**config.mk**
```make
export PLATFORM = sky130hd
export DESIGN_NAME = reset_source_sequencer
export DESIGN_NICKNAME = d
export VERILOG_FILES = /design/src/rst_seq_pkg.sv /design/src/reset_source_sequencer.sv
export VERILOG_INCLUDE_DIRS = /design/src
export SDC_FILE = /design/constraint.sdc
export NUM_CORES = 1
export LEC_CHECK = 0
export BUFFER_PORTS_ARGS = -buffer_cell sky130_fd_sc_hd__buf_4
export CELL_PAD_IN_SITES_DETAIL_PLACEMENT = 1
export CELL_PAD_IN_SITES_GLOBAL_PLACEMENT = 1
export CORE_MARGIN = 1.5
export CORE_UTILIZATION = 41
export CTS_CLUSTER_SIZE = 20
export DETAILED_ROUTE_END_ITERATION = 12
export HOLD_SLACK_MARGIN = 0.1
export PLACE_DENSITY_LB_ADDON = 0.1
export SLEW_MARGIN = 25
export SYNTH_ARGS = -nofsm -noshare
export SYNTH_HDL_FRONTEND = slang
export SYNTH_SLANG_ARGS = --single-unit
```
**constraint.sdc**
```tcl
create_clock -name i_clk_sys -period 3 [get_ports i_clk_sys]
set_input_delay 0.15 -clock i_clk_sys [delete_from_list [all_inputs] [get_ports i_clk_sys]]
set_output_delay 0.15 -clock i_clk_sys [all_outputs]
set_load 0.01 [all_outputs]
```
**src/rst_seq_consts.svh**
```systemverilog
// Constants for the reset source sequencer
`ifndef RST_SEQ_CONSTS_SVH
`define RST_SEQ_CONSTS_SVH
`define RS_OFF_CTRL       32'h0000_0000
`define RS_OFF_STATUS     32'h0000_0004
`define RS_OFF_CFG        32'h0000_0008
`define RS_OFF_CFGWORD    32'h0000_000C
`define RS_OFF_PHASE      32'h0000_0010
`define RS_POR_DLY_CYC    1024
`define RS_LOCK_CYC       6400
`define RS_HRST_CYC       512
`define RS_SRST_CYC       515
`define RS_POR_MIN_CYC    16
`define RS_CFG_DEFAULT    32'h0000_0000
`define RS_CTRL_CMODE_BIT 0
`define RS_CTRL_SSRST_BIT 1
`define RS_CTRL_JDRV_BIT  2
`define RS_RESP_OKAY      2'b00
`define RS_RESP_SLVERR    2'b10
`endif

```
**src/rst_seq_pkg.sv**
```systemverilog
// Types for the reset source sequencer
package rst_seq_pkg;
  typedef enum logic [2:0] {
    ST_IDLE  = 3'b000,
    ST_PORD  = 3'b001,
    ST_LOCK  = 3'b010,
    ST_HREL  = 3'b011,
    ST_SREL  = 3'b100,
    ST_SOFT  = 3'b101
  } phase_t;
  typedef struct packed {
    logic       cfg_select;
    logic       cfg_source;
    logic       slave_sync;
    logic       slave_wide;
    logic [3:0] chip_identifier_pins;
    logic [2:0] boot_mode;
    logic       wdog_en;
    logic [1:0] clk_mode;
  } strap_t;
  typedef struct packed {
    logic por;
    logic hard_pin;
    logic wdog;
    logic busmon;
    logic soft_pin;
    logic jtag;
  } src_t;
  typedef struct packed {
    logic pll;
    logic system_interface_unit;
    logic periph;
    logic core;
    logic bus;
  } rst_act_t;
endpackage
```
**src/reset_source_sequencer.sv**
```systemverilog
// Reset source sequencer with AXI4-Lite register slave
//
// The AXI4-Lite interface to the registers and the register addresses were left to the implementer.
`timescale 1ns/1ps
`include "rst_seq_consts.svh"
module reset_source_sequencer #(
  parameter int unsigned POR_DLY_CYC = `RS_POR_DLY_CYC,
  parameter int unsigned LOCK_CYC    = `RS_LOCK_CYC,
  parameter int unsigned HRST_CYC    = `RS_HRST_CYC,
  parameter int unsigned SRST_CYC    = `RS_SRST_CYC,
  parameter int unsigned RDF_W       = 2
) (
  // Clock and power-on reset
  input  wire logic                  i_clk_sys,
  input  wire logic                  i_nrst,
  // Reset sources
  input  wire logic                  i_power_on_reset_n,
  input  wire logic                  i_wdog_expired,
  input  wire logic                  i_busmon_expired,
  input  wire logic                  i_jtag_reset_cmd,
  input  wire logic [RDF_W-1:0]      i_ref_division_factor,
  // Open-drain reset pins
  input  wire logic                  i_hard_reset_n,
  output logic                       o_hard_reset_n,
  output logic                       o_hard_reset_oe,
  input  wire logic                  i_soft_reset_n,
  output logic                       o_soft_reset_n,
  output logic                       o_soft_reset_oe,
  // Configuration straps and slave-port config write
  input  wire rst_seq_pkg::strap_t   i_straps,
  input  wire logic                  i_dsi_cfg_wr,
  input  wire logic [31:0]           i_dsi_cfg_data,
  // Reset actions
  output rst_seq_pkg::rst_act_t      o_rst_act,
  output logic                       o_pll_locked,
  output rst_seq_pkg::strap_t        o_straps,
  output logic [31:0]                o_cfg_word,
  // AXI4-Lite slave
  input  wire logic [7:0]            i_awaddr,
  input  wire logic                  i_awvalid,
  output logic                       o_awready,
  input  wire logic [31:0]           i_wdata,
  input  wire logic [3:0]            i_wstrb,
  input  wire logic                  i_wvalid,
  output logic                       o_wready,
  output logic [1:0]                 o_bresp,
  output logic                       o_bvalid,
  input  wire logic                  i_bready,
  input  wire logic [7:0]            i_araddr,
  input  wire logic                  i_arvalid,
  output logic                       o_arready,
  output logic [31:0]                o_rdata,
  output logic [1:0]                 o_rresp,
  output logic                       o_rvalid,
  input  wire logic                  i_rready
);
  localparam int unsigned CW = 24;

  rst_seq_pkg::phase_t   ph_r, ph_nxt;
  logic [CW-1:0]         cnt_r, cnt_nxt;
  logic                  por_seen_r, por_seen_nxt;
  logic                  hard_flow_r, hard_flow_nxt;
  logic                  hdrv_r, hdrv_nxt, sdrv_r, sdrv_nxt;
  rst_seq_pkg::src_t     stat_r, stat_nxt, pend_r, pend_nxt;
  rst_seq_pkg::strap_t   strap_r, strap_nxt;
  rst_seq_pkg::rst_act_t act_r, act_nxt;
  logic                  lock_r, lock_nxt;
  logic [31:0]           cfg_r, cfg_nxt;
  logic                  cfg_wr_r, cfg_wr_nxt;
  logic [2:0]            ctrl_r, ctrl_nxt;
  logic                  hpin_r, spin_r, hpin_prev_r, spin_prev_r;
  logic                  ext_hard, ext_soft, busy;
  logic [CW-1:0]         lock_lim;

  // Bus slave state
  logic                  aw_r, aw_nxt, w_r, w_nxt, bv_r, bv_nxt, rv_r, rv_nxt;
  logic [7:0]            awa_r, awa_nxt;
  logic [31:0]           wd_r, wd_nxt, rd_r, rd_nxt;
  logic [1:0]            br_r, br_nxt, rr_r, rr_nxt;
  logic                  do_wr, cfg_wr_ok;

  // Any phase other than idle counts as busy; the read-back sees the wired level
  assign busy     = (ph_r != rst_seq_pkg::ST_IDLE);
  assign ext_hard = !hpin_r && hpin_prev_r && !hdrv_r;
  assign ext_soft = !spin_r && spin_prev_r && !sdrv_r && !busy;
  assign lock_lim = CW'(LOCK_CYC) * CW'(i_ref_division_factor == '0 ? 1 : i_ref_division_factor);
  assign do_wr    = aw_r && w_r && !bv_r;
  // bus config write only in slave mode during power-on or hard flow
  assign cfg_wr_ok = busy && hard_flow_r && ctrl_r[`RS_CTRL_CMODE_BIT];

  // Pin sampling for the read-back and edge detect
  always_ff @(posedge i_clk_sys or negedge i_nrst) begin
    if (!i_nrst) begin
      hpin_r      <= 1'b1;
      spin_r      <= 1'b1;
      hpin_prev_r <= 1'b1;
      spin_prev_r <= 1'b1;
    end else begin
      hpin_r      <= i_hard_reset_n;
      spin_r      <= i_soft_reset_n;
      hpin_prev_r <= hpin_r;
      spin_prev_r <= spin_r;
    end
  end

  always_comb begin
    ph_nxt        = ph_r;
    cnt_nxt       = cnt_r;
    por_seen_nxt  = por_seen_r;
    hard_flow_nxt = hard_flow_r;
    hdrv_nxt      = hdrv_r;
    sdrv_nxt      = sdrv_r;
    stat_nxt      = stat_r;
    pend_nxt      = pend_r;
    strap_nxt     = strap_r;
    lock_nxt      = lock_r;
    cfg_nxt       = cfg_r;
    cfg_wr_nxt    = cfg_wr_r;
    if (!i_power_on_reset_n) begin
      // Board keeps this low at least the minimum; we simply follow it
      ph_nxt        = rst_seq_pkg::ST_PORD;
      cnt_nxt       = '0;
      por_seen_nxt  = 1'b1;
      hard_flow_nxt = 1'b1;
      hdrv_nxt      = 1'b1;
      sdrv_nxt      = 1'b1;
      lock_nxt      = 1'b0;
      cfg_wr_nxt    = 1'b0;
      pend_nxt      = '{por: 1'b1, default: 1'b0};
      strap_nxt     = i_straps;
    end else begin
      if (por_seen_r) begin
        strap_nxt    = i_straps;
        por_seen_nxt = 1'b0;
      end
      case (ph_r)
        rst_seq_pkg::ST_IDLE: begin
          cnt_nxt = '0;
          if (ext_hard || i_wdog_expired || i_busmon_expired) begin
            ph_nxt        = rst_seq_pkg::ST_HREL;
            hard_flow_nxt = 1'b1;
            hdrv_nxt      = 1'b1;
            sdrv_nxt      = 1'b1;
            cfg_wr_nxt    = 1'b0;
            pend_nxt      = '{hard_pin: ext_hard, wdog: i_wdog_expired,
                              busmon: i_busmon_expired, default: 1'b0};
          end else if (ext_soft || i_jtag_reset_cmd) begin
            ph_nxt        = rst_seq_pkg::ST_SOFT;
            hard_flow_nxt = 1'b0;
            sdrv_nxt      = ext_soft || ctrl_r[`RS_CTRL_JDRV_BIT];
            pend_nxt      = '{soft_pin: ext_soft, jtag: i_jtag_reset_cmd, default: 1'b0};
          end
        end
        rst_seq_pkg::ST_PORD: begin
          cnt_nxt = cnt_r + 1'b1;
          if (cnt_r == CW'(POR_DLY_CYC - 1)) begin
            ph_nxt  = rst_seq_pkg::ST_LOCK;
            cnt_nxt = '0;
          end
        end
        rst_seq_pkg::ST_LOCK: begin
          cnt_nxt = cnt_r + 1'b1;
          if (cnt_r == lock_lim - 1'b1) begin
            ph_nxt   = rst_seq_pkg::ST_HREL;
            lock_nxt = 1'b1;
            cnt_nxt  = '0;
          end
        end
        rst_seq_pkg::ST_HREL: begin
          cnt_nxt = cnt_r + 1'b1;
          if (cnt_r == CW'(HRST_CYC - 1)) begin
            hdrv_nxt = 1'b0;
            ph_nxt   = rst_seq_pkg::ST_SREL;
          end
        end
        rst_seq_pkg::ST_SREL: begin
          cnt_nxt = cnt_r + 1'b1;
          if (cnt_r == CW'(SRST_CYC - 1)) begin
            sdrv_nxt = 1'b0;
            ph_nxt   = rst_seq_pkg::ST_IDLE;
            stat_nxt = pend_r;
            if (!cfg_wr_r && ctrl_r[`RS_CTRL_CMODE_BIT]) cfg_nxt = `RS_CFG_DEFAULT;
          end
        end
        rst_seq_pkg::ST_SOFT: begin
          cnt_nxt = cnt_r + 1'b1;
          if (cnt_r == CW'(SRST_CYC - HRST_CYC - 1)) begin
            sdrv_nxt = 1'b0;
            ph_nxt   = rst_seq_pkg::ST_IDLE;
            stat_nxt = pend_r;
          end
        end
        default: ph_nxt = rst_seq_pkg::ST_IDLE;
      endcase
      // slave-port config write only during power-on flow
      if (i_dsi_cfg_wr && (ph_r == rst_seq_pkg::ST_PORD || ph_r == rst_seq_pkg::ST_LOCK)) begin
        cfg_nxt    = i_dsi_cfg_data;
        cfg_wr_nxt = 1'b1;
      end else if (do_wr && awa_r == 8'(`RS_OFF_CFGWORD) && cfg_wr_ok) begin
        cfg_nxt    = wd_r;
        cfg_wr_nxt = 1'b1;
      end
    end
    if (hdrv_nxt) sdrv_nxt = 1'b1;
  end

  always_comb begin
    act_nxt.pll    = (ph_nxt == rst_seq_pkg::ST_PORD);
    act_nxt.system_interface_unit    = hard_flow_nxt && (ph_nxt != rst_seq_pkg::ST_IDLE);
    act_nxt.periph = (ph_nxt != rst_seq_pkg::ST_IDLE);
    act_nxt.core   = (ph_nxt != rst_seq_pkg::ST_IDLE);
    act_nxt.bus    = (ph_nxt != rst_seq_pkg::ST_IDLE);
  end

  // AXI4-Lite: take address and data in either order, answer one cycle later
  always_comb begin
    aw_nxt   = aw_r;
    w_nxt    = w_r;
    awa_nxt  = awa_r;
    wd_nxt   = wd_r;
    bv_nxt   = bv_r;
    br_nxt   = br_r;
    rv_nxt   = rv_r;
    rd_nxt   = rd_r;
    rr_nxt   = rr_r;
    ctrl_nxt = ctrl_r;
    if (i_awvalid && !aw_r && !bv_r) begin
      aw_nxt  = 1'b1;
      awa_nxt = i_awaddr;
    end
    if (i_wvalid && !w_r && !bv_r) begin
      w_nxt  = 1'b1;
      wd_nxt = i_wdata;
    end
    if (do_wr) begin
      aw_nxt = 1'b0;
      w_nxt  = 1'b0;
      bv_nxt = 1'b1;
      br_nxt = `RS_RESP_OKAY;
      case (awa_r)
        8'(`RS_OFF_CTRL):    if (i_wstrb[0]) ctrl_nxt = wd_r[2:0];
        8'(`RS_OFF_CFGWORD): if (!cfg_wr_ok) br_nxt = `RS_RESP_SLVERR;
        8'(`RS_OFF_STATUS), 8'(`RS_OFF_CFG), 8'(`RS_OFF_PHASE): br_nxt = `RS_RESP_OKAY;
        default:             br_nxt = `RS_RESP_SLVERR;
      endcase
    end else if (bv_r && i_bready) begin
      bv_nxt = 1'b0;
    end
    if (i_arvalid && !rv_r) begin
      rv_nxt = 1'b1;
      rr_nxt = `RS_RESP_OKAY;
      case (i_araddr)
        8'(`RS_OFF_CTRL):    rd_nxt = {29'h0, ctrl_r};
        8'(`RS_OFF_STATUS):  rd_nxt = {26'h0, stat_r};
        8'(`RS_OFF_CFG):     rd_nxt = {18'h0, strap_r};
        8'(`RS_OFF_CFGWORD): rd_nxt = cfg_r;
        8'(`RS_OFF_PHASE):   rd_nxt = {25'h0, !hpin_r, !spin_r, lock_r, cfg_wr_r, ph_r};
        default: begin
          rd_nxt = 32'h0000_0000;
          rr_nxt = `RS_RESP_SLVERR;
        end
      endcase
    end else if (rv_r && i_rready) begin
      rv_nxt = 1'b0;
    end
    // Self-reset pulse clears itself after one cycle; no reset flow reads it
    if (ctrl_r[`RS_CTRL_SSRST_BIT]) ctrl_nxt[`RS_CTRL_SSRST_BIT] = 1'b0;
  end

  always_ff @(posedge i_clk_sys or negedge i_nrst) begin
    if (!i_nrst) begin
      ph_r        <= rst_seq_pkg::ST_PORD;
      cnt_r       <= '0;
      por_seen_r  <= 1'b1;
      hard_flow_r <= 1'b1;
      hdrv_r      <= 1'b1;
      sdrv_r      <= 1'b1;
      stat_r      <= '0;
      pend_r      <= '{por: 1'b1, default: 1'b0};
      strap_r     <= '0;
      act_r       <= '1;
      lock_r      <= 1'b0;
      cfg_r       <= `RS_CFG_DEFAULT;
      cfg_wr_r    <= 1'b0;
      ctrl_r      <= 3'h0;
      aw_r        <= 1'b0;
      w_r         <= 1'b0;
      awa_r       <= 8'h00;
      wd_r        <= 32'h0000_0000;
      bv_r        <= 1'b0;
      br_r        <= 2'h0;
      rv_r        <= 1'b0;
      rd_r        <= 32'h0000_0000;
      rr_r        <= 2'h0;
    end else begin
      ph_r        <= ph_nxt;
      cnt_r       <= cnt_nxt;
      por_seen_r  <= por_seen_nxt;
      hard_flow_r <= hard_flow_nxt;
      hdrv_r      <= hdrv_nxt;
      sdrv_r      <= sdrv_nxt;
      stat_r      <= stat_nxt;
      pend_r      <= pend_nxt;
      strap_r     <= strap_nxt;
      act_r       <= act_nxt;
      lock_r      <= lock_nxt;
      cfg_r       <= cfg_nxt;
      cfg_wr_r    <= cfg_wr_nxt;
      ctrl_r      <= ctrl_nxt;
      aw_r        <= aw_nxt;
      w_r         <= w_nxt;
      awa_r       <= awa_nxt;
      wd_r        <= wd_nxt;
      bv_r        <= bv_nxt;
      br_r        <= br_nxt;
      rv_r        <= rv_nxt;
      rd_r        <= rd_nxt;
      rr_r        <= rr_nxt;
    end
  end

  // Open-drain: data always low, enable low means pulling
  assign o_hard_reset_n  = 1'b0;
  assign o_soft_reset_n  = 1'b0;
  assign o_hard_reset_oe = !hdrv_r;
  assign o_soft_reset_oe = !sdrv_r;
  assign o_rst_act       = act_r;
  assign o_pll_locked    = lock_r;
  assign o_straps        = strap_r;
  assign o_cfg_word      = cfg_r;
  assign o_awready       = !aw_r && !bv_r;
  assign o_wready        = !w_r && !bv_r;
  assign o_bvalid        = bv_r;
  assign o_bresp         = br_r;
  assign o_arready       = !rv_r;
  assign o_rvalid        = rv_r;
  assign o_rdata         = rd_r;
  assign o_rresp         = rr_r;
endmodule

```
## Word-level counts from Yosys, hierarchy flattened

Index checks and enable logic that the tools add are counted.

- Add/subtract/negate cells: 2
- Equality and inequality tests: 33
- Reduce and logical (&&, ||, !) cells: 66
- Mux-type cells: 68
- Shift-type cells: 0
- Bitwise operators: 0
- Order comparisons: 0
- Div/mod/pow operators: 0
- Multiply operators: 1

Operator list:

| cell | number |
|---|---|
| 32-bit two-way mux | 5 |
| 32-bit one-hot mux with 5 select lines | 1 |
| 24-bit one-hot mux with 4 select lines | 1 |
| 24-bit two-way mux | 3 |
| 24-bit by 10-bit equality test with 1-bit output, second input constant | 2 |
| 6-bit two-way mux | 6 |
| 8-bit by 4-bit equality test with 1-bit output, second input constant | 4 |
| 1-bit two-way mux | 31 |
| 14-bit two-way mux | 2 |
| 24-bit by 1-bit adder with 24-bit output, second input constant | 1 |
| 24-bit by 2-bit equality test with 1-bit output, second input constant | 1 |
| 24-bit equality test | 1 |
| 24-bit by 9-bit equality test with 1-bit output, second input constant | 1 |
| 3-bit two-way mux | 8 |
| 1-bit logical AND | 23 |
| 3-bit one-hot mux with 6 select lines | 1 |
| 8-bit by 3-bit equality test with 1-bit output, second input constant | 2 |
| 8-bit by 5-bit equality test with 1-bit output, second input constant | 2 |
| 8-bit zero test | 2 |
| 2-bit nonzero test | 8 |
| 15-bit by 1-bit subtractor with 16-bit output, second input constant | 1 |
| 3-bit nonzero test | 5 |
| 2-bit two-way mux | 6 |
| 6-bit one-hot mux with 2 select lines | 1 |
| other kinds (25) | 52 |

- Flip-flop bits (word level): 181
- Latch bits: 0
- Memory bits (writable): 0
- Word-level logic and storage cells: 217
- Memory bits (read-only): 0
- Memories: 0

## Logic depth before layout (Yosys ltp)

Gate-level depths: netlist of run 1.

- Word-level depth: 11
- Mapped depth: 9
- Depth with buffers taken out: 8

## Least setup slack after synthesis of run 1

OpenSTA, ideal clock, no wires.

- Path type: reg2reg
- Start point: register cnt_r[11]
- End point: register act_r (netlist bit o_rst_act[0])
- Path slack: 0.883 ns
- Library setup time: 0.082 ns
- Cell stages (with the launch flop): 8
- Data arrival time: 2.035 ns
- Path through: dfrtp_1 > buf_6 > nor4_4 > nand4_4 > o31a_1 > o311a_1 > or2_1 > or2_1

RTL lines:

| element | line | source |
|---|---|---|
| from (decl) | reset_source_sequencer.sv:60 | `logic [CW-1:0] cnt_r, cnt_nxt;` |
| from (signal assigned) | reset_source_sequencer.sv:297 | `cnt_r <= cnt_nxt;` |
| to (signal assigned) | reset_source_sequencer.sv:305 | `act_r <= act_nxt;` |
| to (decl) | reset_source_sequencer.sv:66 | `rst_seq_pkg::rst_act_t act_r, act_nxt;` |

## Worst setup path in the final report of run 1

- Start point: register ph_r[2]
- End point: register cfg_r[20], in the netlist o_cfg_word[20]

- Cells in the longest elaborated chain, start to end: 6

RTL lines:

| element | line | source |
|---|---|---|
| from (decl) | reset_source_sequencer.sv:59 | `rst_seq_pkg::phase_t ph_r, ph_nxt;` |
| from (signal assigned) | reset_source_sequencer.sv:272 | `ph_r <= rst_seq_pkg::ST_PORD;` |
| from (signal assigned) | reset_source_sequencer.sv:296 | `ph_r <= ph_nxt;` |
| 3-bit nonzero test | reset_source_sequencer.sv:83 | `assign busy = (ph_r != rst_seq_pkg::ST_IDLE);` |
| 1-bit logical AND (2 in a row) | reset_source_sequencer.sv:89 | `` assign cfg_wr_ok = busy && hard_flow_r && ctrl_r[`RS_CTRL_CMODE_BIT]; `` |
| 1-bit logical AND | reset_source_sequencer.sv:199 | `` end else if (do_wr && awa_r == 8'(`RS_OFF_CFGWORD) && cfg_wr_ok) begin `` |
| 3-bit nonzero test (no line) or 32-bit two-way mux (tied branches) | n/a |  |
| 4-bit AND reduction (no line) or 32-bit two-way mux (tied branches) | n/a |  |
| to (signal assigned) | reset_source_sequencer.sv:283 | `` cfg_r <= `RS_CFG_DEFAULT; `` |
| to (signal assigned) | reset_source_sequencer.sv:307 | `cfg_r <= cfg_nxt;` |
| to (decl) | reset_source_sequencer.sv:68 | `logic [31:0] cfg_r, cfg_nxt;` |

Parallel ways exist; a longest one is shown, timed or not.
A chain may end at the register's enable or synchronous reset.

==> impl_metrics.toml, run 1 <==
[global_routing]
grt_pass1_wl_mm = 42.8
track_usage = 0.272
antenna_found_initial = 0
grt_max_degree = 63
grtUsageMet3 = 0.0599
grtUsageMet1 = 0.326
top_usage_layer = "met2"
grt_pass1_vias = 7650
globalRouteOverflowTotal = 0
use_met2 = 0.492

[placed_design]
place_ws_ns = 0.537
placed_area_um2 = 10000
io_buffers = 203
dpl.hpwl_mm = 17.6
gp_congestion = 0.831

[routing]
drcViolationCount = 0
ant_nets = 0
wirelength_mm = 27.3
drtIter0Drc = 285
first_pass_iters = 5
drt-wirelength-per-cell_um = 21.0
via_per_inst = 5.34
vias = 6948

[status]
status = "finished clean"

[synthesis]
ys_seq_elements = 179
postSynth.asyncResetShare = 1.00
yosys_warnings = 0
syn-cell-area_um2 = 8210
synth_top_area_share = 0.506
yosys.area.top_type = "dfrtp_1"
synthTopCellsByArea = "dfrtp_1, mux2_2, mux2i_1"
syn-mean-instance-area_um2 = 11.1
synth_flop_cell = "dfrtp_1"
ys_seq_area_frac = 0.547
synthCells = 742
synth_edf_count = 0
synth.distinct_cells = 64

[cts]
cts-htree-levels = 4
clockBufferDepth = 2
cts_sinks = 179
clkTransAtPathRegs_ns = 0.07
cts-root-buf = "clkbuf_16"
cts_tree = "done"
post_cts_resized = 0
cts_buffers = 17
clk_latency_ns = 0.44

[pwr]
p_leak_uw = 0.00534
p_per_area_nw_per_um2 = 650
peakVddDrop_uv = 528

[die]
placementRows = 51
coreArea_um2 = 19500
die_w_um = 145
initial_core_util = 0.421
die_area_um2 = 20900
die_y_um = 145
ios = 211

[timing]
fin_tns_setup_ns = 0
rsz0062_at_grt = "false"
slew_headroom = 0.340
period_share = 0.850
worst_slack_ns = 0.449
worst_pin_slew_ns = 0.990
fin_crit_ns = 2.55
setup_violations = 0
hold_viol = 0
maxClockFrequency_mhz = 392
finalMaxSlewViolations = 0
skew_ns = 0.0128

[cells_and_area]
drive_above_1_share = 0.319
layout.cells.most_common = "buf_4"
fin_area_um2 = 11500
n_antenna_cell = 0
layout_common_cells = "buf_4, dfrtp_1, nand2_1, dlygate4sd3_1, mux2_2"
nNetsFinal = 1140
postLayoutCoreUtil = 0.590
synthToLayoutAreaGrowth_pct = 40.3
fillers = 2099

[critical_path]
crit_type = "flop to flop"
cp_slowest_stage_delay_ns = 0.56
crit_arrival_ns = 2.87
r2r-start = "ph_r[2]"
required_ns = 3.32
cp-start-kind = "flop"
path_cells = "or3_1 -> and3_1 -> a41o_1 -> o21ai_2 -> buf_4 -> nand2_1 -> o31ai_1"
crit_slowest_cell = "dfrtp_1"
end_kind = "flop"
crit_start = "ph_r[2]"
crit_fanout = 32

[flow_run]
drv_cap = 0

[min_path]
min_from = "i_dsi_cfg_data[13]"
hp-class = "input pin to flop"
## worst max-delay path, delay by kind of cell, from the launching register on
| family | cells | cell delay [ns] |
|---|---|---|
| compound gates | 3 | 0.56 |
| buf+inv | 1 | 0.37 |
| flops | 1 | 0.56 |
| simple gates | 3 | 0.92 |
## Yosys cell counts, types with 6 or more instances
| cell type | n |
|---|---|
| nor2_1 | 40 |
| clkbuf_1 | 38 |
| nand4_1 | 10 |
| inv_1 | 13 |
| nor3_1 | 11 |
| buf_4 | 6 |
| and3_1 | 12 |
| o21ai_0 | 23 |
| nand2_1 | 106 |
| o31ai_1 | 41 |
| mux2_2 | 61 |
| o21ai_1 | 13 |
| xnor2_1 | 7 |
| mux2i_1 | 40 |
| xor2_1 | 13 |
| a22o_1 | 6 |
| a21oi_1 | 13 |
| dfrtp_1 | 166 |
| dfstp_2 | 13 |
| nand3_1 | 18 |
## cells by family (layout without fill, tap and decap cells)
kind of cell / after synthesis / count (layout) / share of synthesized area
compound gates: 132 / 132 / 0.112
xor+xnor: 20 / 20 / 0.0213
fa+ha+maj: 2 / 2 / 0.00305
buf+inv: 65 / 357 / 0.0340
flops: 179 / 179 / 0.547
mux: 105 / 105 / 0.138
other cells: 1 / 4 / 0.000457
simple gates: 238 / 238 / 0.144
## power breakdown
part | switching [uW] | internal, uW
Combinational | 905 | 1010
Sequential | 418 | 2940
Clock | 1030 | 1180
## through the flow
step                      cells  hold slack [ns]  total power [uW]
after floorplan             745           -0.146              4270
after global placement     1176            0.172              5040
after detailed placement   1176            0.179              5160
after CTS                  1302            0.117              7470
after global routing       1302            0.144              7830
final                      1302            0.129              7480
## flip-flops by register name, summed over array words and instances, names as in the netlist, 3 cells and up
name        flops
o_rst_act       3
pend_r          6
wd_r           32
ctrl_r          3
stat_r          6
o_straps       14
awa_r           8
o_cfg_word     32
cnt_r          24
ph_r            3
o_rdata        32
## worst paths after layout
path / to / slack [ns] / depth (start not counted)
setup / recovery: o_cfg_word[20] / 0.45 / 7
hold / removal: o_cfg_word[13] / 0.13 / 3
setup reg to reg: o_cfg_word[20] / 0.45 / 7
hold reg to reg: spin_prev_r / 0.40 / 0
max in group asynchronous: sdrv_r / 1.89 / 3
min in group asynchronous: cnt_r[21] / 0.27 / 2
## layer usage
layer | wire length [um] | share of wire
met5 | 0 | 0
met1 | 11100 | 0.41
met2 | 14500 | 0.53
met3 | 1160 | 0.043
met4 | 549 | 0.020
## area by class of cell
cell class | count | area (um2) | share of cell area
Clock buffer | 20 | 447 | 0.0388
Clock inverter | 12 | 126 | 0.0110
Multi-Input combinational cell | 501 | 3480 | 0.302
Sequential cell | 179 | 4500 | 0.390
Tap cell | 265 | 332 | 0.0288
Timing Repair Buffer | 312 | 2590 | 0.225
Inverter | 13 | 48.8 | 0.00424
## timing repair
item	in CTS	in global routing
setup buffers	0	0
endpoints found under the hold margin	155	0
hold buffers	94	0
Note: power is estimated with default switching activity, not from simulation.
==> run 2, diff against run 1 <==
Settings changed: CORE_ASPECT_RATIO from default to 1.5.
==> run 2 against run 1 <==
Effect of this change: die area hardly changed; first-iteration DRC count is 11% higher; design area is 0.53% higher; sequential power hardly changed; fmax is 1.8% higher; global-route usage is 0.081 points lower; clock skew is 0.0019 ns lower; critical path depth stayed put; sequential cell count stayed put; cell count hardly changed; sequential share of layout area is 0.21 points lower; routed wire length is 1.3% higher.
==> impl_metrics.toml, run 2 (synthesis gave the netlist of run 1 again) <==
[die]
die_y_um = 176
initial_core_util = 0.417
die_w_um = 119
placementRows = 63
die_area_um2 = 20900
ios = 211
coreArea_um2 = 19700

[critical_path]
end_kind = "flop"
cp-start-kind = "flop"
crit_arrival_ns = 2.81
crit_fanout = 32
required_ns = 3.30
crit_type = "flop to flop"

[pwr]
peakVddDrop_uv = 506
p_leak_uw = 0.00538
p_per_area_nw_per_um2 = 660

[cells_and_area]
layout.cells.most_common = "buf_4"
nNetsFinal = 1143
drive_above_1_share = 0.318
postLayoutCoreUtil = 0.588
fillers = 2117
layout_common_cells = "buf_4, dfrtp_1, nand2_1, dlygate4sd3_1, mux2_2"
final_cells = 1301
fin_area_um2 = 11600
synthToLayoutAreaGrowth_pct = 41.0

[routing]
ant_nets = 0
drtIter0Drc = 316
drcViolationCount = 0
wirelength_mm = 27.7
first_pass_iters = 4
vias = 7032
via_per_inst = 5.41
drt-wirelength-per-cell_um = 21.3

[timing]
rsz0062_at_grt = "false"
finalMaxSlewViolations = 0
slew_headroom = 0.402
worst_slack_ns = 0.494
fin_crit_ns = 2.51
maxClockFrequency_mhz = 399
period_share = 0.835
setup_violations = 0
worst_pin_slew_ns = 0.890
hold_viol = 0
fin_tns_setup_ns = 0
skew_ns = 0.0109

[cts]
cts_hold_buf = 96
clkTransAtPathRegs_ns = 0.07
cts_tree = "done"
cts-htree-levels = 4
cts_sinks = 179
clk_latency_ns = 0.44
post_cts_resized = 0
cts_setup_buffers = 0
cts_buffers = 17
clockBufferDepth = 2
cts-root-buf = "clkbuf_16"

[min_path]
hp-class = "input pin to flop"

[placed_design]
dpl.hpwl_mm = 17.9
gp_congestion = 0.823
dp_cells = 1172
io_buffers = 203
place_ws_ns = 0.632
placed_area_um2 = 10000

[global_routing]
grt_pass1_vias = 8001
grt_max_degree = 76
track_usage = 0.271
grt_pass1_wl_mm = 43.6
globalRouteOverflowTotal = 0
antenna_found_initial = 1

[flow_run]
drv_cap = 0

[status]
status = "finished clean"
## run 2: critical path, cell delays in order, from the launching register on
cell and delay [ns]:
dfrtp_1 0.54, or3_1 0.48, and3_1 0.26, a41o_1 0.29
o21ai_2 0.14, buf_4 0.36, nand2_1 0.15, o31ai_1 0.13
## run 2: stage by stage
step	hold WS (ns)	total power [uW]
6_report	0.203	7640
5_1_grt	0.225	7990
4_1_cts	0.183	7610
3_5_place_dp	0.213	5160
3_3_place_gp	0.204	5050
2_1_floorplan	-0.146	4270
## run 2: report_power, final
part	switching [uW]	internal, uW
Clock	976	1360
Combinational	932	1010
Sequential	420	2940
Total	2330	5310
## run 2: path summary, 6_finish.rpt
path                              from        endpoint  slack (ns)  cells past startpoint
setup / recovery               ph_r[2]  o_cfg_word[25]        0.49                      7
hold / removal             i_araddr[2]      o_rdata[7]        0.20                      3
max in group asynchronous       i_nrst          spin_r        1.69                      3
setup reg to reg               ph_r[2]  o_cfg_word[25]        0.49                      7
min in group asynchronous       i_nrst       pend_r[3]        0.30                      2
hold reg to reg                 spin_r     spin_prev_r        0.40                      0
## run 2: final cells by class
| type | count | area, um2 | area share |
|---|---|---|---|
| sequential | 179 | 4500 | 0.388 |
| multi-input combinational | 501 | 3480 | 0.300 |
| timing repair buffer | 315 | 2620 | 0.226 |
| clock buffer | 21 | 460 | 0.0398 |
| tap | 260 | 325 | 0.0281 |
| clock inverter | 11 | 151 | 0.0131 |
| inverter | 13 | 48.8 | 0.00421 |
| antenna | 1 | 2.50 | 0.000216 |
## run 2: layer usage
layer  track usage  routed length, um  up-vias
met5             0                  0        -
met4         0.127               1080        0
met3        0.0546               1350       66
met2         0.503              15100      230
met1         0.296              10200     3524
li1              -                  -     3212
